### config.mk
export PLATFORM = sky130hd
export DESIGN_NAME = async_serial_tx_rx_core
export DESIGN_NICKNAME = d
export VERILOG_FILES = /design/src/logic/async_serial_tx_rx_core.v
export VERILOG_INCLUDE_DIRS = /design/src /design/src/logic
export SDC_FILE = /design/constraint.sdc
export NUM_CORES = 1
export LEC_CHECK = 0
export BUFFER_PORTS_ARGS = -buffer_cell sky130_fd_sc_hd__buf_2
export CAP_MARGIN = 20
export CORE_UTILIZATION = 62
export DETAILED_ROUTE_END_ITERATION = 7
export PLACE_DENSITY_LB_ADDON = 0.25
export SYNTH_ARGS = -nofsm -noshare
export SYNTH_HDL_FRONTEND = slang
export SYNTH_SLANG_ARGS = --single-unit
### constraint.sdc
create_clock -name clock -period 4.46 [get_ports clock]
set_clock_uncertainty 0.1 [all_clocks]
set_input_delay 0.223 -clock clock [delete_from_list [all_inputs] [get_ports clock]]
set_output_delay 0.223 -clock clock [all_outputs]
set_load 0.005 [all_outputs]
### src/logic/uart_core_consts.vh
// Purpose: constants of the asynchronous serial transmit/receive core
// Assumes: 8-bit register port with 3-bit address
// Notes:   offsets are register indices on the plain register port
`ifndef UART_CORE_CONSTS_VH
`define UART_CORE_CONSTS_VH

`define ADDR_MODE        3'h0
`define ADDR_CONTROL     3'h1
`define ADDR_BAUD_DIV    3'h2
`define ADDR_TX_BUFFER   3'h3
`define ADDR_TX_STATUS   3'h4
`define ADDR_RX_BUFFER   3'h5
`define ADDR_RX_ERR      3'h6

`define MODE_RESET       8'h01
`define CONTROL_RESET    8'h00
`define BAUD_DIV_RESET   8'h08
`define RX_BUFFER_RESET  8'hFF

`define MODE_POWER       7
`define MODE_TX_EN       6
`define MODE_RX_EN       5
`define MODE_PAR_HI      4
`define MODE_PAR_LO      3
`define MODE_LEN8        2
`define MODE_STOP2       1
`define MODE_MERGE       0

`define CTRL_MSB_FIRST   1
`define CTRL_INVERT      0

`define PAR_NONE         2'h0
`define PAR_ZERO         2'h1
`define PAR_ODD          2'h2
`define PAR_EVEN         2'h3

`define TXST_BUF_FULL    1
`define TXST_BUSY        0

`define ERR_PARITY       2
`define ERR_FRAMING      1
`define ERR_OVERRUN      0

`endif

### src/logic/async_serial_tx_rx_core.v
// Purpose: frame engine of an asynchronous serial unit, transmit and receive
// Assumes: one clock, register port with read data one cycle after the strobe
// Notes:   bit time is twice baud_divisor_reg cycles; start bit checked after baud_divisor_reg cycles
//          a second stop bit is ignored on receive
//
// Contract
// - frame: start, 7 or 8 data, optional parity, 1 or 2 stop bits from mode_reg
// - bit_order_select picks LSB-first or MSB-first for sending and receiving
// - out_invert_select drives serial_out true or inverted
// - even parity: sent bit makes ones even; odd total on receive is an error
// - odd parity: sent bit makes ones odd; even total on receive is an error
// - zero parity: parity sent as 0, never checked on receive
// - no parity: no parity bit sent or expected, no parity error
// - power then tx enable; then a tx_buffer write starts sending
// - tx_buffer moves to tx_shift_reg and shifts out with framing bits added
// - tx_done_irq pulses right after the last stop bit
// - transmitter idles after a frame until tx_buffer is written, or starts the next frame at once if tx_buffer already holds a byte
// - tx_buffer accepts a new byte once the previous frame starts shifting
// - status bit 1 buffer full, bit 0 shift busy
// - power then rx enable enables reception and sampling of serial_in
// - falling edge starts counter; low at divisor count means start bit
// - after stop bit buffer copy, except on overrun; rx_done_irq unless an error occurs with error_irq_merge clear
// - parity error does not abort; reported at end of frame
// - receiver checks only one stop bit
// - after error software reads error status then buffer, else overrun follows
// - reading rx_error_status clears all its flags
// - overrun when a frame ends before the previous buffer was read
// - error_irq_merge clear: separate error irq; set: errors on rx_done_irq
// - power off resets the unit, serial_out high, serial_in path high
`include "uart_core_consts.vh"
`timescale 1ns/1ps

module async_serial_tx_rx_core (
    input  wire       clock,        // 40 MHz clock
    input  wire       rst_n,        // asynchronous reset, active low
    input  wire [2:0] addr,         // register index
    input  wire [7:0] wdata,        // write data
    input  wire       wr_en,        // write strobe
    input  wire       rd_en,        // read strobe
    output reg  [7:0] rdata,        // read data, cycle after rd_en
    input  wire       serial_in,    // receive line
    output wire       serial_out,   // transmit line
    output reg        tx_done_irq,  // frame sent pulse
    output reg        rx_done_irq,  // frame received pulse
    output reg        rx_error_irq  // receive error pulse
);

    // one-hot frame states, shared by both engines
    localparam [4:0] ST_IDLE  = 5'h01;
    localparam [4:0] ST_START = 5'h02;
    localparam [4:0] ST_DATA  = 5'h04;
    localparam [4:0] ST_PAR   = 5'h08;
    localparam [4:0] ST_STOP  = 5'h10;

    ////////////////////////////////////////////////////////////////////////
    // registers
    reg  [7:0] mode_ff;
    reg  [7:0] ctrl_ff;
    reg  [7:0] div_ff;
    reg  [7:0] tx_buf_ff;
    reg        buf_full_ff;
    reg        busy_ff;
    reg  [7:0] rx_buf_ff;
    reg        rx_full_ff;
    reg  [2:0] err_ff;
    reg  [7:0] nxt_rdata;

    wire       power     = mode_ff[`MODE_POWER];
    wire       tx_on     = power & mode_ff[`MODE_TX_EN];
    wire       rx_on     = power & mode_ff[`MODE_RX_EN];
    wire [1:0] par_mode  = {mode_ff[`MODE_PAR_HI], mode_ff[`MODE_PAR_LO]};
    wire       len8      = mode_ff[`MODE_LEN8];
    wire       msb_first = ctrl_ff[`CTRL_MSB_FIRST];
    wire [2:0] last_idx  = len8 ? 3'h7 : 3'h6;
    wire [8:0] bit_last  = {div_ff, 1'b0} - 9'h001;

    wire       wr_txb    = wr_en & (addr == `ADDR_TX_BUFFER) & tx_on & ~buf_full_ff;
    wire       rd_rxb    = rd_en & (addr == `ADDR_RX_BUFFER);
    wire       rd_err    = rd_en & (addr == `ADDR_RX_ERR);

    ////////////////////////////////////////////////////////////////////////
    // transmitter
    reg  [4:0] tx_st_ff;
    reg  [7:0] tx_sh_ff;
    reg  [8:0] tx_cnt_ff;
    reg  [2:0] tx_idx_ff;
    reg        tx_stop_ff;
    reg        tx_line_ff;

    wire       tx_tick   = (tx_cnt_ff == bit_last);
    wire [2:0] tx_nidx   = tx_idx_ff + 3'h1;
    wire [2:0] tx_pos    = msb_first ? (last_idx - tx_nidx) : tx_nidx;
    wire       tx_ones   = ^(tx_sh_ff & (len8 ? 8'hFF : 8'h7F));
    reg        tx_par;
    // with two stop bits tx_stop_ff marks that the first has passed
    wire       tx_end    = (tx_st_ff == ST_STOP) & tx_tick & (tx_stop_ff | ~mode_ff[`MODE_STOP2]);
    // a waiting byte loads at idle or right at the end of the last stop bit
    wire       tx_load   = buf_full_ff & (~busy_ff | tx_end);

    always @* begin
        case (par_mode)
            `PAR_EVEN: tx_par = tx_ones;
            `PAR_ODD:  tx_par = ~tx_ones;
            default:   tx_par = 1'b0;
        endcase
    end

    assign serial_out = power ? (tx_line_ff ^ ctrl_ff[`CTRL_INVERT]) : 1'b1;

    always @(posedge clock or negedge rst_n) begin
        if (!rst_n) begin
            tx_st_ff    <= ST_IDLE;
            tx_sh_ff    <= 8'h00;
            tx_cnt_ff   <= 9'h000;
            tx_idx_ff   <= 3'h0;
            tx_stop_ff  <= 1'b0;
            tx_line_ff  <= 1'b1;
            busy_ff     <= 1'b0;
            tx_done_irq <= 1'b0;
        end else if (!tx_on) begin
            tx_st_ff    <= ST_IDLE;
            tx_cnt_ff   <= 9'h000;
            tx_line_ff  <= 1'b1;
            busy_ff     <= 1'b0;
            tx_done_irq <= 1'b0;
        end else begin
            tx_done_irq <= tx_end;
            tx_cnt_ff   <= (tx_tick | tx_load) ? 9'h000 : tx_cnt_ff + 9'h001;
            if (tx_load) begin
                tx_sh_ff   <= tx_buf_ff;
                tx_st_ff   <= ST_START;
                tx_line_ff <= 1'b0;
                busy_ff    <= 1'b1;
            end else if (tx_tick) begin
                case (tx_st_ff)
                    ST_START: begin
                        tx_st_ff   <= ST_DATA;
                        tx_idx_ff  <= 3'h0;
                        tx_line_ff <= tx_sh_ff[msb_first ? last_idx : 3'h0];
                    end
                    ST_DATA: begin
                        // tx_idx_ff names the bit on the line, so 8 bits never wrap
                        if (tx_idx_ff == last_idx) begin
                            if (par_mode == `PAR_NONE) begin
                                tx_st_ff   <= ST_STOP;
                                tx_stop_ff <= 1'b0;
                                tx_line_ff <= 1'b1;
                            end else begin
                                tx_st_ff   <= ST_PAR;
                                tx_line_ff <= tx_par;
                            end
                        end else begin
                            tx_line_ff <= tx_sh_ff[tx_pos];
                            tx_idx_ff  <= tx_nidx;
                        end
                    end
                    ST_PAR: begin
                        tx_st_ff   <= ST_STOP;
                        tx_stop_ff <= 1'b0;
                        tx_line_ff <= 1'b1;
                    end
                    ST_STOP: begin
                        if (tx_end) begin
                            tx_st_ff <= ST_IDLE;
                            busy_ff  <= 1'b0;
                        end else begin
                            tx_stop_ff <= 1'b1;
                        end
                    end
                    default: begin
                        tx_line_ff <= 1'b1;
                    end
                endcase
            end
        end
    end

    ////////////////////////////////////////////////////////////////////////
    // receiver
    reg  [4:0] rx_st_ff;
    reg  [7:0] rx_sh_ff;
    reg  [8:0] rx_cnt_ff;
    reg  [2:0] rx_idx_ff;
    reg        rx_par_ff;
    reg        rx_prev_ff;

    wire       rx_line   = power ? serial_in : 1'b1;
    // rx_prev_ff resets high, the idle level, so no false edge follows enable
    wire       rx_fall   = rx_prev_ff & ~rx_line;
    wire       rx_tick   = (rx_cnt_ff == bit_last);
    wire [2:0] rx_pos    = msb_first ? (last_idx - rx_idx_ff) : rx_idx_ff;
    wire       rx_ones   = ^(rx_sh_ff & (len8 ? 8'hFF : 8'h7F));
    reg        par_bad;
    // only the first stop bit is sampled; a second one passes as idle line
    wire       rx_end    = (rx_st_ff == ST_STOP) & rx_tick;
    wire       ovr_now   = rx_end & rx_full_ff;
    wire [2:0] err_now   = {rx_end & par_bad, rx_end & ~rx_line, ovr_now};

    always @* begin
        case (par_mode)
            `PAR_EVEN: par_bad = rx_ones ^ rx_par_ff;
            `PAR_ODD:  par_bad = ~(rx_ones ^ rx_par_ff);
            default:   par_bad = 1'b0;
        endcase
    end

    always @(posedge clock or negedge rst_n) begin
        if (!rst_n) begin
            rx_st_ff     <= ST_IDLE;
            rx_sh_ff     <= 8'h00;
            rx_cnt_ff    <= 9'h000;
            rx_idx_ff    <= 3'h0;
            rx_par_ff    <= 1'b0;
            rx_prev_ff   <= 1'b1;
            rx_done_irq  <= 1'b0;
            rx_error_irq <= 1'b0;
        end else if (!rx_on) begin
            rx_st_ff     <= ST_IDLE;
            rx_cnt_ff    <= 9'h000;
            rx_prev_ff   <= 1'b1;
            rx_done_irq  <= 1'b0;
            rx_error_irq <= 1'b0;
        end else begin
            rx_prev_ff   <= rx_line;
            // merge clear: an errored frame raises only the error pulse
            rx_done_irq  <= rx_end & (mode_ff[`MODE_MERGE] | ~(|err_now));
            rx_error_irq <= rx_end & ~mode_ff[`MODE_MERGE] & (|err_now);
            rx_cnt_ff    <= rx_tick ? 9'h000 : rx_cnt_ff + 9'h001;
            case (rx_st_ff)
                ST_IDLE: begin
                    rx_cnt_ff <= 9'h000;
                    if (rx_fall) begin
                        rx_st_ff <= ST_START;
                    end
                end
                ST_START: begin
                    // half a bit after the edge, so data bits are sampled mid-bit
                    if (rx_cnt_ff[7:0] == div_ff - 8'h01) begin
                        rx_cnt_ff <= 9'h000;
                        rx_idx_ff <= 3'h0;
                        rx_sh_ff  <= 8'h00;
                        rx_st_ff  <= rx_line ? ST_IDLE : ST_DATA;
                    end
                end
                ST_DATA: begin
                    if (rx_tick) begin
                        rx_sh_ff[rx_pos] <= rx_line;
                        rx_idx_ff        <= rx_idx_ff + 3'h1;
                        if (rx_idx_ff == last_idx) begin
                            rx_st_ff <= (par_mode == `PAR_NONE) ? ST_STOP : ST_PAR;
                        end
                    end
                end
                ST_PAR: begin
                    if (rx_tick) begin
                        rx_par_ff <= rx_line;
                        rx_st_ff  <= ST_STOP;
                    end
                end
                ST_STOP: begin
                    if (rx_tick) begin
                        rx_st_ff <= ST_IDLE;
                    end
                end
                default: begin
                    rx_st_ff <= ST_IDLE;
                end
            endcase
        end
    end

    ////////////////////////////////////////////////////////////////////////
    // register port
    always @(posedge clock or negedge rst_n) begin
        if (!rst_n) begin
            mode_ff     <= `MODE_RESET;
            ctrl_ff     <= `CONTROL_RESET;
            div_ff      <= `BAUD_DIV_RESET;
            tx_buf_ff   <= 8'h00;
            buf_full_ff <= 1'b0;
            rx_buf_ff   <= `RX_BUFFER_RESET;
            rx_full_ff  <= 1'b0;
            err_ff      <= 3'h0;
            rdata       <= 8'h00;
        end else begin
            if (wr_en && addr == `ADDR_MODE) begin
                mode_ff <= wdata;
            end
            if (wr_en && addr == `ADDR_CONTROL) begin
                ctrl_ff <= {6'h00, wdata[1:0]};
            end
            if (wr_en && addr == `ADDR_BAUD_DIV) begin
                div_ff <= wdata;
            end

            if (!power) begin
                buf_full_ff <= 1'b0;
                rx_buf_ff   <= `RX_BUFFER_RESET;
                rx_full_ff  <= 1'b0;
                err_ff      <= 3'h0;
            end else begin
                if (wr_txb) begin
                    tx_buf_ff   <= wdata;
                    buf_full_ff <= 1'b1;
                end else if (tx_load || !tx_on) begin
                    buf_full_ff <= 1'b0;
                end
                // on overrun the unread byte stays in the buffer
                if (rx_end && !ovr_now) begin
                    rx_buf_ff  <= rx_sh_ff;
                    rx_full_ff <= 1'b1;
                end else if (rd_rxb) begin
                    rx_full_ff <= 1'b0;
                end
                // an error in the cycle of the clearing read still lands
                err_ff <= (rd_err ? 3'h0 : err_ff) | err_now;
            end
            rdata <= nxt_rdata;
        end
    end

    ////////////////////////////////////////////////////////////////////////
    // read mux: data stand one cycle after the strobe, zero otherwise
    always @* begin
        nxt_rdata = 8'h00;
        if (rd_en) begin
            case (addr)
                `ADDR_MODE:      nxt_rdata = mode_ff;
                `ADDR_CONTROL:   nxt_rdata = ctrl_ff;
                `ADDR_BAUD_DIV:  nxt_rdata = div_ff;
                `ADDR_TX_STATUS: nxt_rdata = {6'h00, buf_full_ff, busy_ff};
                `ADDR_RX_BUFFER: nxt_rdata = rx_buf_ff;
                `ADDR_RX_ERR:    nxt_rdata = {5'h00, err_ff};
                default:         nxt_rdata = 8'h00;
            endcase
        end
    end

endmodule // async_serial_tx_rx_core

# --- Yosys cells after proc, flatten, opt, wreduce, memory -nomap -nowiden ---
# Cells that the tools add are included.
totals:
  wordCells: 220
  out_inout_bits: 12
  input_bits: 16
  reg_bits: 105
classes:
  reduce_logical: 26
  bitwise: 36
  eq_ne: 44
  n_mux: 77
  add_sub_neg: 8
  n_lt_le_gt_ge: 4
op_table:
  columns: ["cell", "n"]
  rows:
  - ["5-bit two-way mux", 13]
  - ["8-bit two-way mux", 6]
  - ["8-bit case mux with 6 select lines", 1]
  - ["9-bit two-way mux", 5]
  - ["1-bit two-way mux", 29]
  - ["3-bit two-way mux", 9]
  - ["5-bit case mux with 5 select lines", 1]
  - ["3-bit != test, second input constant", 7]
  - ["5-bit case mux with 4 select lines", 1]
  - ["9-bit by 1-bit adder with 9-bit output, second input constant", 2]
  - ["1-bit bitwise AND", 18]
  - ["9-bit == test", 2]
  - ["9-bit case mux with 2 select lines", 1]
  - ["8-bit bitwise AND", 2]
  - ["8-bit case mux with 2 select lines", 1]
  - ["8-bit XOR reduction", 2]
  - ["3-bit by 1-bit != test with 1-bit output, second input constant", 5]
  - ["3-bit by 4-bit less-than comparator with 1-bit output, second input constant", 3]
  - ["2-bit != test, second input constant", 6]
  - ["3-bit case mux with 2 select lines", 2]
  - ["5-bit by 2-bit == test with 1-bit output, second input constant", 2]
  - ["5-bit by 3-bit == test with 1-bit output, second input constant", 2]
  - ["5-bit by 4-bit == test with 1-bit output, second input constant", 2]
  - ["5-bit == test, second input constant", 2]
  - ["38 further kinds", 71]

# --- Longest topological paths before layout ---
depth:
  word_depth: 12
  depth_mapped: 11
  ltp_nobuf: 9

# --- Least setup slack after synthesis ---
# Ideal clock, no wire load.
synth_timing:
  kind: "reg2reg"
  start: "register div_ff[0]"
  end: "register rx_st_ff[2]"
  path_stages_with_launch: 11
  required_ps: 4281
  arrival_time_ps: 2915
  setup_time_ps: 79
  path_slack_ps: 1366
  cell_sequence: "dfrtp_1 -> buf_6 -> inv_1 -> ha_1 -> or3b_1 -> or4_1 -> a311o_1 -> nor4_4 -> nor2_2 -> or4_1 -> a21oi_1"
synth_via:
  elab_chain_cells: 4
synth_rtl:
  columns: ["element", "line_no", "rtl"]
  rows:
  - ["start, declared", "async_serial_tx_rx_core.v:59", "reg [7:0] div_ff;"]
  - ["start signal, assigned", "async_serial_tx_rx_core.v:278", "div_ff <= `BAUD_DIV_RESET;"]
  - ["start signal, assigned", "async_serial_tx_rx_core.v:293", "div_ff <= wdata;"]
  - ["9-bit by 1-bit subtractor with 9-bit output or 8-bit by 1-bit subtractor with 8-bit output (tied branches)", "async_serial_tx_rx_core.v:75, async_serial_tx_rx_core.v:238", null]
  - ["9-bit == test or 8-bit == test (tied branches)", "async_serial_tx_rx_core.v:190, async_serial_tx_rx_core.v:238", null]
  - ["3-bit != test (no source line)", null, null]
  - ["6-bit AND reduction (no source line) (*)", null, null]
  - ["end signal, assigned", "async_serial_tx_rx_core.v:242", "rx_st_ff <= rx_line ? ST_IDLE : ST_DATA;"]
  - ["end signal, assigned", "async_serial_tx_rx_core.v:250", "rx_st_ff <= (par_mode == `PAR_NONE) ? ST_STOP : ST_PAR;"]
  - ["end, declared", "async_serial_tx_rx_core.v:180", "reg [4:0] rx_st_ff;"]
# Mark *: on every way between the ends. The rest lies on a longest branch, timed or not.
# A chain may end at the register's enable or synchronous reset.

# --- Worst setup path after layout ---
layout_timing:
  start: "register div_ff[2]"
  end: "register tx_idx_ff[2]"
layout_via:
  elab_chain_cells: 8
layout_rtl:
  columns: ["element", "line_no", "rtl"]
  rows:
  - ["9-bit by 1-bit subtractor with 9-bit output (*)", "async_serial_tx_rx_core.v:75", "wire [8:0] bit_last = {div_ff, 1'b0} - 9'h001;"]
  - ["9-bit == test (*)", "async_serial_tx_rx_core.v:90", "wire tx_tick = (tx_cnt_ff == bit_last);"]
  - ["1-bit bitwise AND (2 in a row)", "async_serial_tx_rx_core.v:96", "wire tx_end = (tx_st_ff == ST_STOP) & tx_tick & (tx_stop_ff | ~mode_ff[`MODE_STOP2]);"]
  - ["1-bit OR", "async_serial_tx_rx_core.v:98", "wire tx_load = buf_full_ff & (~busy_ff | tx_end);"]
  - ["1-bit bitwise AND", "async_serial_tx_rx_core.v:98", null]
  - ["1-bit NOT (no source line)", null, null]
  - ["5-bit AND reduction (no source line) (*)", null, null]
  - ["end signal, assigned", "async_serial_tx_rx_core.v:154", "tx_idx_ff <= tx_nidx;"]
  - ["end, declared", "async_serial_tx_rx_core.v:86", "reg [2:0] tx_idx_ff;"]
# Marked as above.

==> results.yml <==
route:
  antenna_left: 0
  dr.first_iter.drc_count: 301
  route.detailed.drc: 0
  dr_total_vias: 4904
  drtPass1Iterations: 4
  via_per_inst: 6.20
  wl_um: 14600
  wl_per_cell_um: 18.4
floorplanning:
  initial_core_util_pct: 63.9
  die_area_um2: 10500
  row_count: 36
  die_h_um: 102
  die_x_um: 102
  coreArea_um2: 9770
  ioPinCount: 28
power_and_ir_drop:
  clkPwrFrac_pct: 26.2
  pwr-share-comb_pct: 22.1
  p_seq_share_pct: 51.7
  internal_power_w: 0.00146
  p_sw_share_pct: 33.5
  ir_drop_mv: 0.333
  power.density_nw_per_um2: 325
  p_leak_nw: 2.88
  p_switching_w: 0.000737
logic_synthesis:
  synthCells: 629
  syn_avg_cell_area_um2: 9.93
  ys_seq_area_share_pct: 42.3
  synth_area_um2: 6250
  syn_nets: 654
  synth_top_cell_area_share_pct: 36.5
  ys.flop_type: "dfrtp_1"
  async_reset_ff_share_pct: 100
  synth-edff-count: 0
  ys_ff_latch: 105
  synthTopCellsByCount: "dfrtp_1, nand2_1, nor2_1"
  yosysMostFrequentCell: "dfrtp_1"
  synth_area_leader_cell: "dfrtp_1"
  synth_top_family_by_area: "simple AND/OR/NAND/NOR gates"
  synthTopCellsByArea: "dfrtp_1, mux2_2, dfstp_2"
  synth_xor_area_share_pct: 9.73
  synthAdderAreaFrac_pct: 1.80
  ys_warn_count: 0
  synthSimpleGateAreaFrac_pct: 19.3
  muxShareOfSynthArea_pct: 11.3
  synth-compound-area-share_pct: 12.5
  synth_cell_types: 68
timing:
  rsz0062_at_grt: "no"
  finalSetupViolations: 0
  maxSlewViolCount: 0
  tns_ns: 0
  hold_viol_final: 0
  period_minus_slack_ns: 3.61
  fmax_mhz: 277
  fin_crit_sh_pct: 80.9
  relSlewSlack_pct: 38.9
  tightestPinTransition_ns: 0.909
setup_path:
  cp-start-kind: "register"
  worstPathArrival_ns: 3.80
  crit_top_cell: "nor4_1"
  cp-end-kind: "register"
  r2r-start: "div_ff[2]"
  r2r_setup_slack_ns: 0.85
  critPathMaxStageDelay_ns: 0.82
  reg2reg_to: "tx_idx_ff[2]"
  worstPathRequired_ns: 4.66
  cp_slowest_cell: "nor4_1"
  reg2reg_depth: 7
  path_class: "reg2reg"
  worstPathMaxFanout: 10
  path_cells: "nor4_1 > and3_1 > xnor3_1 > nand4b_1 > nor4_1 > o21ai_0 > a22o_1"
layout:
  fin_cells: 791
  area_growth_pct: 8.13
  fillCellCount: 769
  multi_input_area_um2: 3420
  layout-drive-gt1-share_pct: 17.3
  nNetsFinal: 678
  diodes: 0
  regArea_um2: 2650
clock_network:
  postCtsSetupBuffers: 0
  cts.clk_slew.worst_paths_ns: 0.10
  clk_latency_ns: 0.40
  tritoncts: "built"
  clock_path_buffers: 2
  clockRootBuffer: "clkbuf_8"
  cts_buffers: 9
  cts.sinks: 105
  h-tree-depth: 3
global_routing:
  grt_pass1_wl_um: 23700
  grt_overflow: 0
  grt_pass1_vias: 4748
  grt_antenna_before_repair: 0
  grt_max_degree: 80
  grt_usage_pct: 30.3
min_path:
  min_to: "div_ff[1]"
  hp-class: "in2reg"
  hold_depth: 3
  hp-start: "wdata[1]"
placement:
  place_inst: 765
  place.gp.congestion: 0.930
  hpwl_um: 10600
  port-buffer-count: 27
job:
  drv_cap: 0
status:
  status: "completed"
==> per-stage QoR <==
stage	setup WS [ns]	utilization, %	cell area [um2]	hold slack (ns)	power, W
after floorplan	1.37	-	6250	-0.173	0.00149
after global placement	1.04	66.1	6460	0.341	0.00161
after detailed placement	0.927	66.1	6460	0.361	0.00163
after CTS	0.887	68.9	6730	0.0132	0.00220
after global routing	0.510	69.1	6760	0.0174	0.00230
final	0.852	69.1	6760	0.0274	0.00220
==> cell families (layout without fill, tap and decap cells) <==
family,count (synthesis),count (layout)
AND/OR/NAND/NOR,233,233
AO/OA/AOI/OAI,111,111
flip-flops,105,105
multiplexers,66,66
XOR/XNOR,60,60
buffers and inverters,45,74
adder cells (fa/ha/maj),9,9
==> worst max path at each step <==
stage | start | end | slack, ns | cells after the start
floorplan | div_ff[0] | rx_st_ff[2] | 1.37 | 10
global placement | div_ff[0] | tx_sh_ff[4] | 1.04 | 8
CTS | div_ff[2] | tx_sh_ff[6] | 0.89 | 8
finish | div_ff[2] | tx_idx_ff[2] | 0.85 | 7
global route | div_ff[2] | tx_idx_ff[2] | 0.51 | 7
detailed placement | div_ff[0] | tx_sh_ff[6] | 0.93 | 8
==> cell type report <==
class	instances	share of cell area, %
Timing Repair Buffer	42	4.15
Clock inverter	6	0.852
Clock buffer	10	1.89
Tap cell	133	2.46
Multi-Input combinational cell	479	50.6
Sequential cell	105	39.2
Inverter	16	0.889
==> state kept, by name, summed over array words and instances, names as in the netlist, 2 cells and up <==
name / flops
rx_sh_ff: 8
rx_idx_ff: 3
tx_sh_ff: 8
ctrl_ff: 2
rx_st_ff: 5
tx_buf_ff: 8
rx_buf_ff: 8
mode_ff: 8
div_ff: 8
rx_cnt_ff: 9
tx_idx_ff: 3
tx_st_ff: 5
tx_cnt_ff: 9
rdata: 8
err_ff: 3
==> critical path: cells and delay by family (launching register included) <==
| kind | cells | cell delay (ns) |
|---|---|---|
| xor gates and xnor gates | 1 | 0.15 |
| AOI/OAI and AO/OA | 2 | 0.50 |
| and+or+nand+nor | 4 | 2.24 |
| DFF | 1 | 0.51 |
==> metal layers <==
metal,vias up,track usage [%],part of all wire [%]
met5,-,0,0
met1,2439,41.5,46
li1,2310,-,-
met2,133,47.9,47
met4,0,9.45,1.6
met3,22,7.39,5.3
==> power by group through the flow <==
| stage | clock network (W) | logic [W] | registers [W] |
|---|---|---|---|
| 2_1_floorplan | 0 | 0.000406 | 0.00108 |
| 3_3_place_gp | 0 | 0.000460 | 0.00115 |
| 3_5_place_dp | 0 | 0.000472 | 0.00115 |
| 4_1_cts | 0.000589 | 0.000481 | 0.00114 |
| 5_1_grt | 0.000620 | 0.000529 | 0.00115 |
| 6_report | 0.000576 | 0.000485 | 0.00114 |
==> what timing repair did <==
action                                  CTS  global route
gates resized for setup                   0             0
hold endpoints to repair                 89             0
hold buffers                              8             0
endpoints found under the setup margin    0             0
==> layout by cell type, fill, tap and decap left out, types with 20 or more instances in the layout <==
cell     count
mux2i_1     30
xor2_1      27
mux2_2      36
dfrtp_1     91
nor2_1      52
o21ai_0     25
nand2_1     57
xnor2_1     27
nand3_1     20
buf_2       26
Power figures use the tool's default switching activity.
